File: config.mk
export PLATFORM = sky130hd
export DESIGN_NAME = video_rx_error_config_regs
export DESIGN_NICKNAME = d
export VERILOG_FILES = /design/src/hdl/rx_err_pkg.sv /design/src/hdl/sync3.sv /design/src/hdl/video_rx_error_config_regs.sv
export SDC_FILE = /design/constraint.sdc
export NUM_CORES = 1
export LEC_CHECK = 0
export ABC_AREA = 1
export ABC_CLOCK_PERIOD_IN_PS = 19900
export BUFFER_PORTS_ARGS = -buffer_cell sky130_fd_sc_hd__buf_2
export CAP_MARGIN = 5
export CORE_MARGIN = 4
export CORE_UTILIZATION = 60
export DETAILED_ROUTE_END_ITERATION = 10
export PLACE_DENSITY = 0.95
export SYNTH_ARGS = -nofsm -noshare
export SYNTH_HDL_FRONTEND = slang
export SYNTH_SLANG_ARGS = --single-unit
File: constraint.sdc
create_clock -name clk -period 19.9 [get_ports clk]
set_input_delay 3.98 -clock clk [delete_from_list [all_inputs] [get_ports clk]]
set_output_delay 3.98 -clock clk [all_outputs]
set_load 0.1 [all_outputs]
File: src/hdl/rx_err_pkg.sv
// constants shared by the receive-side error and configuration registers
`default_nettype none
package rx_err_pkg;
   localparam int ADDR_W = 8;
   localparam int DATA_W = 8;
   localparam int DLANES = 3;
   localparam int LANES  = 4;
   localparam int LANE_FAULT_W = 5;
   localparam int CLK_FAULT_W  = 4;

   localparam logic [7:0] OFF_LANE1_ERR = 8'h11;
   localparam logic [7:0] OFF_LANE2_ERR = 8'h12;
   localparam logic [7:0] OFF_LANE3_ERR = 8'h13;
   localparam logic [7:0] OFF_CLK_ERR   = 8'h14;
   localparam logic [7:0] OFF_SYNC_SNAP = 8'h15;
   localparam logic [7:0] OFF_CFG_PRI   = 8'h20;
   localparam logic [7:0] OFF_CFG_SEC   = 8'h21;
   localparam logic [7:0] OFF_ERR_CFG   = 8'h23;
   localparam logic [7:0] OFF_PROT_STS  = 8'h28;

   localparam logic [7:0] RST_CFG_PRI = 8'h7F;
   localparam logic [7:0] RST_CFG_SEC = 8'h00;
   localparam logic [7:0] RST_ERR_CFG = 8'h7F;
   localparam logic [7:0] RST_FLAGS   = 8'h00;

   // data lane error fields
   localparam int LE_END_SYNC   = 4;
   localparam int LE_START_BIT  = 3;
   localparam int LE_START_SYNC = 2;
   localparam int LE_FAST_CTRL  = 1;
   localparam int LE_FAST_TO    = 0;
   // clock lane error fields
   localparam int CE_SLEEP_REQ  = 3;
   localparam int CE_FAST_REQ   = 2;
   localparam int CE_BAD_SLEEP  = 1;
   localparam int CE_FAST_TO    = 0;
   // primary configuration fields
   localparam int CP_RECOVER    = 6;
   localparam int CP_DROP_CMD   = 5;
   localparam int CP_SYNC_REGEN = 4;
   localparam int CP_VC_LSB     = 0;
   localparam logic [7:0] CP_WR_MASK = 8'h7F;
   // secondary configuration fields
   localparam int CS_NO_GRAY    = 7;
   localparam int CS_VS_INV     = 6;
   localparam int CS_HS_INV     = 5;
   localparam int CS_HOLD_ERR   = 4;
   localparam int CS_BLANK_CHK  = 3;
   localparam int CS_NO_FILTER  = 1;
   localparam int CS_NO_ENDPKT  = 0;
   // error configuration and protocol status fields
   localparam int EC_BAD_VC_EN  = 3;
   localparam logic [7:0] EC_WR_MASK = 8'h7F;
   localparam int PS_END_ERR    = 2;
   localparam int PS_ERR_DET    = 0;
   // narrow colour widths
   localparam logic [3:0] W_RB = 4'd5;
   localparam logic [3:0] W_G  = 4'd6;
endpackage
`default_nettype wire

File: src/hdl/sync3.sv
// three-stage synchroniser that accepts a change once stages two and three agree
`default_nettype none
module sync3 #(
   parameter int W = 1
) (
   input  wire logic         clk,
   input  wire logic         rst,
   input  wire logic [W-1:0] d,
   output logic      [W-1:0] q
);
   logic [W-1:0] s1_ff;
   logic [W-1:0] s2_ff;
   logic [W-1:0] s3_ff;
   logic [W-1:0] q_ff;
   wire  [W-1:0] agree = ~(s2_ff ^ s3_ff);
   wire  [W-1:0] nxt_q = (agree & s3_ff) | (~agree & q_ff);

   always_ff @(posedge clk or posedge rst) begin
      if (rst) begin
         s1_ff <= '0;
         s2_ff <= '0;
         s3_ff <= '0;
         q_ff  <= '0;
      end else begin
         s1_ff <= d;
         s2_ff <= s1_ff;
         s3_ff <= s2_ff;
         q_ff  <= nxt_q;
      end
   end

   assign q = q_ff;
endmodule // sync3
`default_nettype wire

File: src/hdl/video_rx_error_config_regs.sv
// lane error flags, sync snapshot and protocol configuration registers
//
// Implementation choice: the strobed register port.
`default_nettype none
module video_rx_error_config_regs (
   input  wire logic                       clk,
   input  wire logic                       rst,
   input  wire logic [rx_err_pkg::ADDR_W-1:0] reg_addr,
   input  wire logic [rx_err_pkg::DATA_W-1:0] reg_wdata,
   input  wire logic                       reg_wr,
   input  wire logic                       reg_rd,
   output logic      [rx_err_pkg::DATA_W-1:0] reg_rdata,
   input  wire logic                       link_clk,
   input  wire logic [14:0]                lane_fault_in,
   input  wire logic [3:0]                 clock_lane_fault_in,
   input  wire logic [3:0]                 lane_sync_seen,
   input  wire logic [3:0]                 lane_enabled,
   input  wire logic                       pkt_valid,
   input  wire logic [1:0]                 pkt_vc,
   input  wire logic                       pkt_is_fast_cmd,
   input  wire logic                       pkt_wc_bad,
   input  wire logic                       pkt_is_blank,
   input  wire logic                       pkt_crc_bad,
   input  wire logic                       tx_end,
   input  wire logic                       tx_end_pkt_seen,
   input  wire logic                       vs_in,
   input  wire logic                       hs_in,
   input  wire logic                       pixel_valid,
   input  wire logic                       pixel_narrow,
   input  wire logic [23:0]                pixel_in,
   output logic                            pkt_accept,
   output logic                            pkt_vc_error,
   output logic                            auto_recover_enable,
   output logic                            vsync_out,
   output logic                            hsync_out,
   output logic      [23:0]                pixel_out,
   output logic                            error_indication,
   output logic                            lane_sync_error
);
   import rx_err_pkg::*;

   logic [7:0]  lane_err_ff [DLANES];
   logic [7:0]  clk_err_ff;
   logic [7:0]  sync_snap_ff;
   logic [7:0]  cfg_pri_ff;
   logic [7:0]  cfg_sec_ff;
   logic [7:0]  err_cfg_ff;
   logic [7:0]  prot_sts_ff;
   logic        lane_sync_err_ff;
   logic [7:0]  rdata_ff;
   logic        link_q_ff;
   logic        accept_ff;
   logic        vc_err_ff;
   logic        vs_ff;
   logic        hs_ff;
   logic [23:0] pix_ff;
   logic        err_out_ff;

   // link-side levels cross with the three-stage filter
   logic [27:0] link_sync;
   sync3 #(.W(28)) u_link_sync (
      .clk (clk),
      .rst (rst),
      .d   ({link_clk, lane_enabled, lane_sync_seen,
             clock_lane_fault_in, lane_fault_in}),
      .q   (link_sync)
   );

   wire        link_lvl   = link_sync[27];
   wire [3:0]  en_lanes   = link_sync[26:23];
   wire [3:0]  seen_lanes = link_sync[22:19];
   wire [3:0]  clk_fault  = link_sync[18:15];
   wire [14:0] lane_fault = link_sync[14:0];
   // lane faults are sampled once per rising link edge
   wire        link_rise  = link_lvl & ~link_q_ff;
   wire [14:0] lane_evt   = link_rise ? lane_fault : 15'h0000;
   wire [3:0]  clk_evt    = link_rise ? clk_fault : 4'h0;

   // sync mismatch: some enabled lane saw sync, not all of them
   wire [3:0]  seen_en    = seen_lanes & en_lanes;
   wire        sync_mis   = link_rise && (seen_en != 4'h0)
                            && (seen_en != en_lanes);

   wire        wr_pri   = reg_wr && (reg_addr == OFF_CFG_PRI);
   wire        wr_sec   = reg_wr && (reg_addr == OFF_CFG_SEC);
   wire        wr_ecfg  = reg_wr && (reg_addr == OFF_ERR_CFG);
   wire        rd_clk   = reg_rd && (reg_addr == OFF_CLK_ERR);
   wire        rd_snap  = reg_rd && (reg_addr == OFF_SYNC_SNAP);
   wire        rd_sts   = reg_rd && (reg_addr == OFF_PROT_STS);
   wire [2:0]  rd_lane;
   assign rd_lane[0] = reg_rd && (reg_addr == OFF_LANE1_ERR);
   assign rd_lane[1] = reg_rd && (reg_addr == OFF_LANE2_ERR);
   assign rd_lane[2] = reg_rd && (reg_addr == OFF_LANE3_ERR);

   // protocol events on the core clock
   wire        vc_ok    = cfg_pri_ff[CP_VC_LSB + pkt_vc];
   wire        bad_vc   = pkt_valid && !vc_ok;
   wire        crc_evt  = pkt_valid && pkt_crc_bad
                          && !(pkt_is_blank && cfg_sec_ff[CS_BLANK_CHK]);
   wire        end_evt  = tx_end && !tx_end_pkt_seen
                          && !cfg_sec_ff[CS_NO_ENDPKT];
   wire        sum_evt  = (bad_vc && err_cfg_ff[EC_BAD_VC_EN])
                          || crc_evt || end_evt;
   wire        drop_cmd = pkt_is_fast_cmd && cfg_pri_ff[CP_DROP_CMD];
   wire        drop_wc  = pkt_wc_bad && !cfg_sec_ff[CS_NO_FILTER];
   // channel enables never filter; only command and length checks drop
   wire        nxt_accept = pkt_valid && !drop_cmd && !drop_wc;

   // sticky flags: a set in the clearing cycle wins
   wire [7:0]  nxt_clk_err = (clk_err_ff & ~{8{rd_clk}})
                             | {4'h0, clk_evt};
   wire [7:0]  sts_set     = {5'h00, end_evt, 1'b0, sum_evt};
   wire [7:0]  nxt_sts     = (prot_sts_ff & ~{8{rd_sts}}) | sts_set;
   wire        nxt_ls_err  = (lane_sync_err_ff & ~rd_snap) | sync_mis;

   // read-back mux, reserved bits read zero
   wire [7:0]  rd_mux =
      (reg_addr == OFF_LANE1_ERR) ? lane_err_ff[0] :
      (reg_addr == OFF_LANE2_ERR) ? lane_err_ff[1] :
      (reg_addr == OFF_LANE3_ERR) ? lane_err_ff[2] :
      (reg_addr == OFF_CLK_ERR)   ? clk_err_ff :
      (reg_addr == OFF_SYNC_SNAP) ? sync_snap_ff :
      (reg_addr == OFF_CFG_PRI)   ? cfg_pri_ff :
      (reg_addr == OFF_CFG_SEC)   ? cfg_sec_ff :
      (reg_addr == OFF_ERR_CFG)   ? err_cfg_ff :
      (reg_addr == OFF_PROT_STS)  ? prot_sts_ff : 8'h00;

   // widen a narrow colour to 8 bits, optionally copying its top bits down
   function automatic logic [7:0] widen(input logic [7:0] v,
                                        input logic [3:0] w,
                                        input logic       fill);
      logic [7:0] s;
      s = v << (4'd8 - w);
      widen = s | (fill ? (s >> w) : 8'h00);
   endfunction

   wire        gray_fill = !cfg_sec_ff[CS_NO_GRAY];
   wire [23:0] pix_wide  = {widen({3'b000, pixel_in[15:11]}, W_RB, gray_fill),
                            widen({2'b00, pixel_in[10:5]}, W_G, gray_fill),
                            widen({3'b000, pixel_in[4:0]}, W_RB, gray_fill)};
   wire [23:0] nxt_pix   = pixel_narrow ? pix_wide : pixel_in;

   // with regeneration off the syncs rest at their inactive level
   wire        regen     = cfg_pri_ff[CP_SYNC_REGEN];
   wire        nxt_vs    = (regen & vs_in) ^ cfg_sec_ff[CS_VS_INV];
   wire        nxt_hs    = (regen & hs_in) ^ cfg_sec_ff[CS_HS_INV];
   wire        nxt_err_o = cfg_sec_ff[CS_HOLD_ERR] ? nxt_sts[PS_ERR_DET]
                                                   : sum_evt;

   always_ff @(posedge clk or posedge rst) begin
      if (rst) begin
         for (int i = 0; i < DLANES; i++) begin
            lane_err_ff[i] <= RST_FLAGS;
         end
      end else begin
         for (int i = 0; i < DLANES; i++) begin
            lane_err_ff[i] <= (lane_err_ff[i] & ~{8{rd_lane[i]}})
               | {3'b000, lane_evt[i*LANE_FAULT_W +: LANE_FAULT_W]};
         end
      end
   end

   always_ff @(posedge clk or posedge rst) begin
      if (rst) begin
         clk_err_ff       <= RST_FLAGS;
         prot_sts_ff      <= RST_FLAGS;
         sync_snap_ff     <= RST_FLAGS;
         lane_sync_err_ff <= 1'b0;
         link_q_ff        <= 1'b0;
      end else begin
         clk_err_ff       <= nxt_clk_err;
         prot_sts_ff      <= nxt_sts;
         lane_sync_err_ff <= nxt_ls_err;
         link_q_ff        <= link_lvl;
         if (sync_mis) begin
            sync_snap_ff <= {4'h0, seen_lanes};
         end
      end
   end

   always_ff @(posedge clk or posedge rst) begin
      if (rst) begin
         cfg_pri_ff <= RST_CFG_PRI;
         cfg_sec_ff <= RST_CFG_SEC;
         err_cfg_ff <= RST_ERR_CFG;
      end else begin
         if (wr_pri) begin
            cfg_pri_ff <= reg_wdata & CP_WR_MASK;
         end
         if (wr_sec) begin
            cfg_sec_ff <= reg_wdata;
         end
         if (wr_ecfg) begin
            err_cfg_ff <= reg_wdata & EC_WR_MASK;
         end
      end
   end

   always_ff @(posedge clk or posedge rst) begin
      if (rst) begin
         rdata_ff   <= 8'h00;
         accept_ff  <= 1'b0;
         vc_err_ff  <= 1'b0;
         vs_ff      <= 1'b0;
         hs_ff      <= 1'b0;
         pix_ff     <= 24'h000000;
         err_out_ff <= 1'b0;
      end else begin
         rdata_ff   <= reg_rd ? rd_mux : 8'h00;
         accept_ff  <= nxt_accept;
         vc_err_ff  <= bad_vc;
         vs_ff      <= nxt_vs;
         hs_ff      <= nxt_hs;
         err_out_ff <= nxt_err_o;
         if (pixel_valid) begin
            pix_ff <= nxt_pix;
         end
      end
   end

   assign reg_rdata           = rdata_ff;
   assign pkt_accept          = accept_ff;
   assign pkt_vc_error        = vc_err_ff;
   assign auto_recover_enable = cfg_pri_ff[CP_RECOVER];
   assign vsync_out           = vs_ff;
   assign hsync_out           = hs_ff;
   assign pixel_out           = pix_ff;
   assign error_indication    = err_out_ff;
   assign lane_sync_error     = lane_sync_err_ff;
endmodule // video_rx_error_config_regs
`default_nettype wire

==> summary.md <==
| Metric | Value |
|---|---|
| Status | `finished, final reports clean` |
| Syn_area_per_cell | `around 11 um^2` |
| Number of global-route vias before repair | `around 5600` |
| Net count after synthesis | `813` |
| RSZ-0062 raised after global routing | `false` |
| CTS tree | `yes` |
| Post-DRT Antenna Nets | `0` |
| PortBufs | `approximately 120` |
| GRT Total Usage | `0.2241` |
| Synth-to-layout area growth | `17.39%` |
| Synthesis Warnings | `0` |
| Min Tclk post-route | `around 5.4 ns` |
| Post-CTS Hold Buffers | `0` |
| CP required | `15.92 ns` |
| Routed length per placed instance | `15.82 um` |
| First-pass GRT wire length | `26.95 mm` |
| Critical Path Stages | `1` |
| Max-capacitance violation count | `0` |
| Final setup TNS | `0 ns` |
| Startpoint types | `flip-flop` |
| Multi-input logic area | `2101 um^2` |
| Dominant cell type by area after synthesis | `dfrtp_1` |
| HPWL after detailed placement | `11.34 mm` |
| Final setup violation count | `0` |
| Largest net degree at the start of global routing | `130` |
| CP Max Fanout | `3` |
| Share of cells above drive strength 1 | `0.2345` |
| Crit-path slowest cell | `dfstp_2` |
| FMAX | `183.5 MHz` |
| Root Buffer | `clkbuf_16` |
| CP top delay family | `flip-flops` |
| H-tree Lvls | `1` |
| Relative slew margins | `0.2921` |
| Hold/Removal Path Class | `reg -> reg` |
| Top cell type's share of synthesized area | `0.6354` |
| Final hold violations | `0` |
| Row cnt | `41` |
| Clock slew seen by the registers of the worst setup and hold paths | `0.06 ns` |
| Clock Sinks | `217` |
| I/O Pins | `124` |
| Post-CTS setup repair buffer count | `0` |
| Clk_skew | `between 0.01 and 0.015 ns` |
| 1st-pass router iterations | `5` |
| Grt ovf | `0` |
| Power Dens Cells | `103.3 nW/um^2` |
| Nets | `940` |
| Slew Viols, Final | `0` |
| Gate Count Post-Synth | `728` |
| Synthesized area | `between 7000 and 8000 um^2` |
| Vias | `5617` |
| CP Class | `reg -> out` |
| CP Buf/Inv Count | `1` |
| Slew @ Worst Pin | `1.062 ns` |
| Final non-filler cell area | `9385 um^2` |
| Top post-synthesis cells by area | `dfrtp_1 (64%), nand2_1 (7.3%), dfstp_2 (4.6%), inv_1 (3.5%), maj3_1 (3.5%)` |
| Die X | `123.4 um` |
| Drt drc | `0` |
| Register area share after synthesis | `0.6814` |
| Clock Path Buffers | `3` |
| Critical Path End Type | `output pin` |
| Ant. Diodes | `0` |
| Fin crit share | `0.2738` |
| Placed Instance Area | `8717 um^2` |
| R2R depth | `5` |
| GPL Wtd Cong | `0.8570` |
| Initial DRC count | `roughly 500` |
| Total wire length | `16.48 mm` |
| Total CTS buffers | `21` |
| Yosys cell types | `38` |
| Max VDD drop | `0.0001191 V` |
| Crit path DAT | `1.47 ns` |
| Register bit total from synthesis | `217` |
| Core box area | `approximately 13000 um^2` |
| Vias per Instance | `around 5.4` |
| Initial antenna violation count | `0` |
| Final Power | `969.1 uW` |
| Chip height | `123.4 um` |
| Worst Hold Path Cells | `0` |
| Initial core utilization | `0.6234` |
| FF/Latch Area | `5448 um^2` |
| Fillers | `821` |
| Total Die Area | `15240 um^2` |
| Leakage | `4.651 nW` |
| Post-CTS Resized | `0` |
| Ordered cell list for the critical path | `buf_2` |
| Worst path max stage delay | `0.56 ns` |
| Clk Latency, worst-skew pair | `0.49 ns` |
cell usage after synthesis, drive strengths merged:
cell type and number:
o21ai 77, o2111ai 4, dfrtp 203, nand3 28
a32o 9, o41ai 1, inv 86, a22oi 1
or2 5, a211oi 1, o22ai 1, buf 9
xor2 2, a21oi 12, clkbuf 11, nor3 3
maj3 28, o31ai 1, nand2 168, nor2 45
a31oi 7, a221oi 1, nand4 11, dfstp 14
placed cells by master, fill, tap and decap left out, types with 2 or more instances in the layout:
cell type  netlist  routed
dfrtp_1        203     203
nand2_1        156     156
buf_2            4     123
inv_1           75      74
o21ai_0         56      56
nor2_1          40      40
maj3_1          28      28
nand3_1         26      26
o21ai_1         21      21
clkbuf_16        0      21
dfstp_2         14      14
a21oi_1         11      11
inv_2           11      11
nand2_2         11      11
nand4_1         11      11
a32o_1           9       9
a31oi_1          7       7
clkbuf_1        10       6
clkinv_2         0       6
or2_0            5       5
o2111ai_1        4       4
nor2_2           3       3
nor2_4           2       2
nand3_2          2       2
xor2_1           2       2
bufinv_16        0       2
through the flow:
step	setup slack (ns)	cells	utilization	hold slack [ns]
after detailed placement	14.04	1004	0.6797	0.3347
after global routing	14.25	1042	0.7318	0.3545
after floorplan	10.01	728	-	0.3312
final	14.45	1042	0.7318	0.3468
after global placement	14.09	1004	0.6797	0.3315
after CTS	14.45	1042	0.7318	0.3481
path summary, 6_finish.rpt:
check | start | endpoint | slack (ns)
max in group asynchronous | rst | lane_err_ff[2] | 14.62
worst min register to register | u_link_sync.s1_ff[9] | u_link_sync.s2_ff[9] | 0.35
worst max-delay path | cfg_pri_ff[6] | auto_recover_enable | 14.45
worst min-delay path | u_link_sync.s1_ff[9] | u_link_sync.s2_ff[9] | 0.35
worst max register to register | flip-flop | sync_snap_ff[3] | 18.26
min in group asynchronous | rst | u_link_sync.s2_ff[12] | 3.67
per-layer routing:
metal  wire, um  global-route usage
met1       6687              0.2945
met2       8145              0.3867
met3       1179             0.03660
met4        468             0.06920
met5          0                   0
where the power goes:
part | switching [mW] | internal [mW] | total (mW)
clock | 0.157 | 0.225 | 0.382
sequential | 0.0175 | 0.469 | 0.487
combinational | 0.0771 | 0.0230 | 0.100
layout make-up:
cell class                 count  share of cell area
clock buffer                  28             0.05986
timing repair buffer         124             0.06639
multi-input combinational    405              0.2238
tap                          172             0.02293
clock inverter                10             0.01133
sequential                   217              0.5805
inverter                      86             0.03520
kinds of logic (layout without fill, tap and decap cells):
family	count (synthesis)	count (layout)	share of synthesized area
adder cells (fa/ha/maj)	28	28	0.03505
flip-flops	217	217	0.6814
AO/OA/AOI/OAI	115	115	0.08310
buffers and inverters	106	248	0.05587
AND/OR/NAND/NOR	260	260	0.1424
XOR/XNOR	2	2	0.002191
Power figures use the tool's default switching activity.
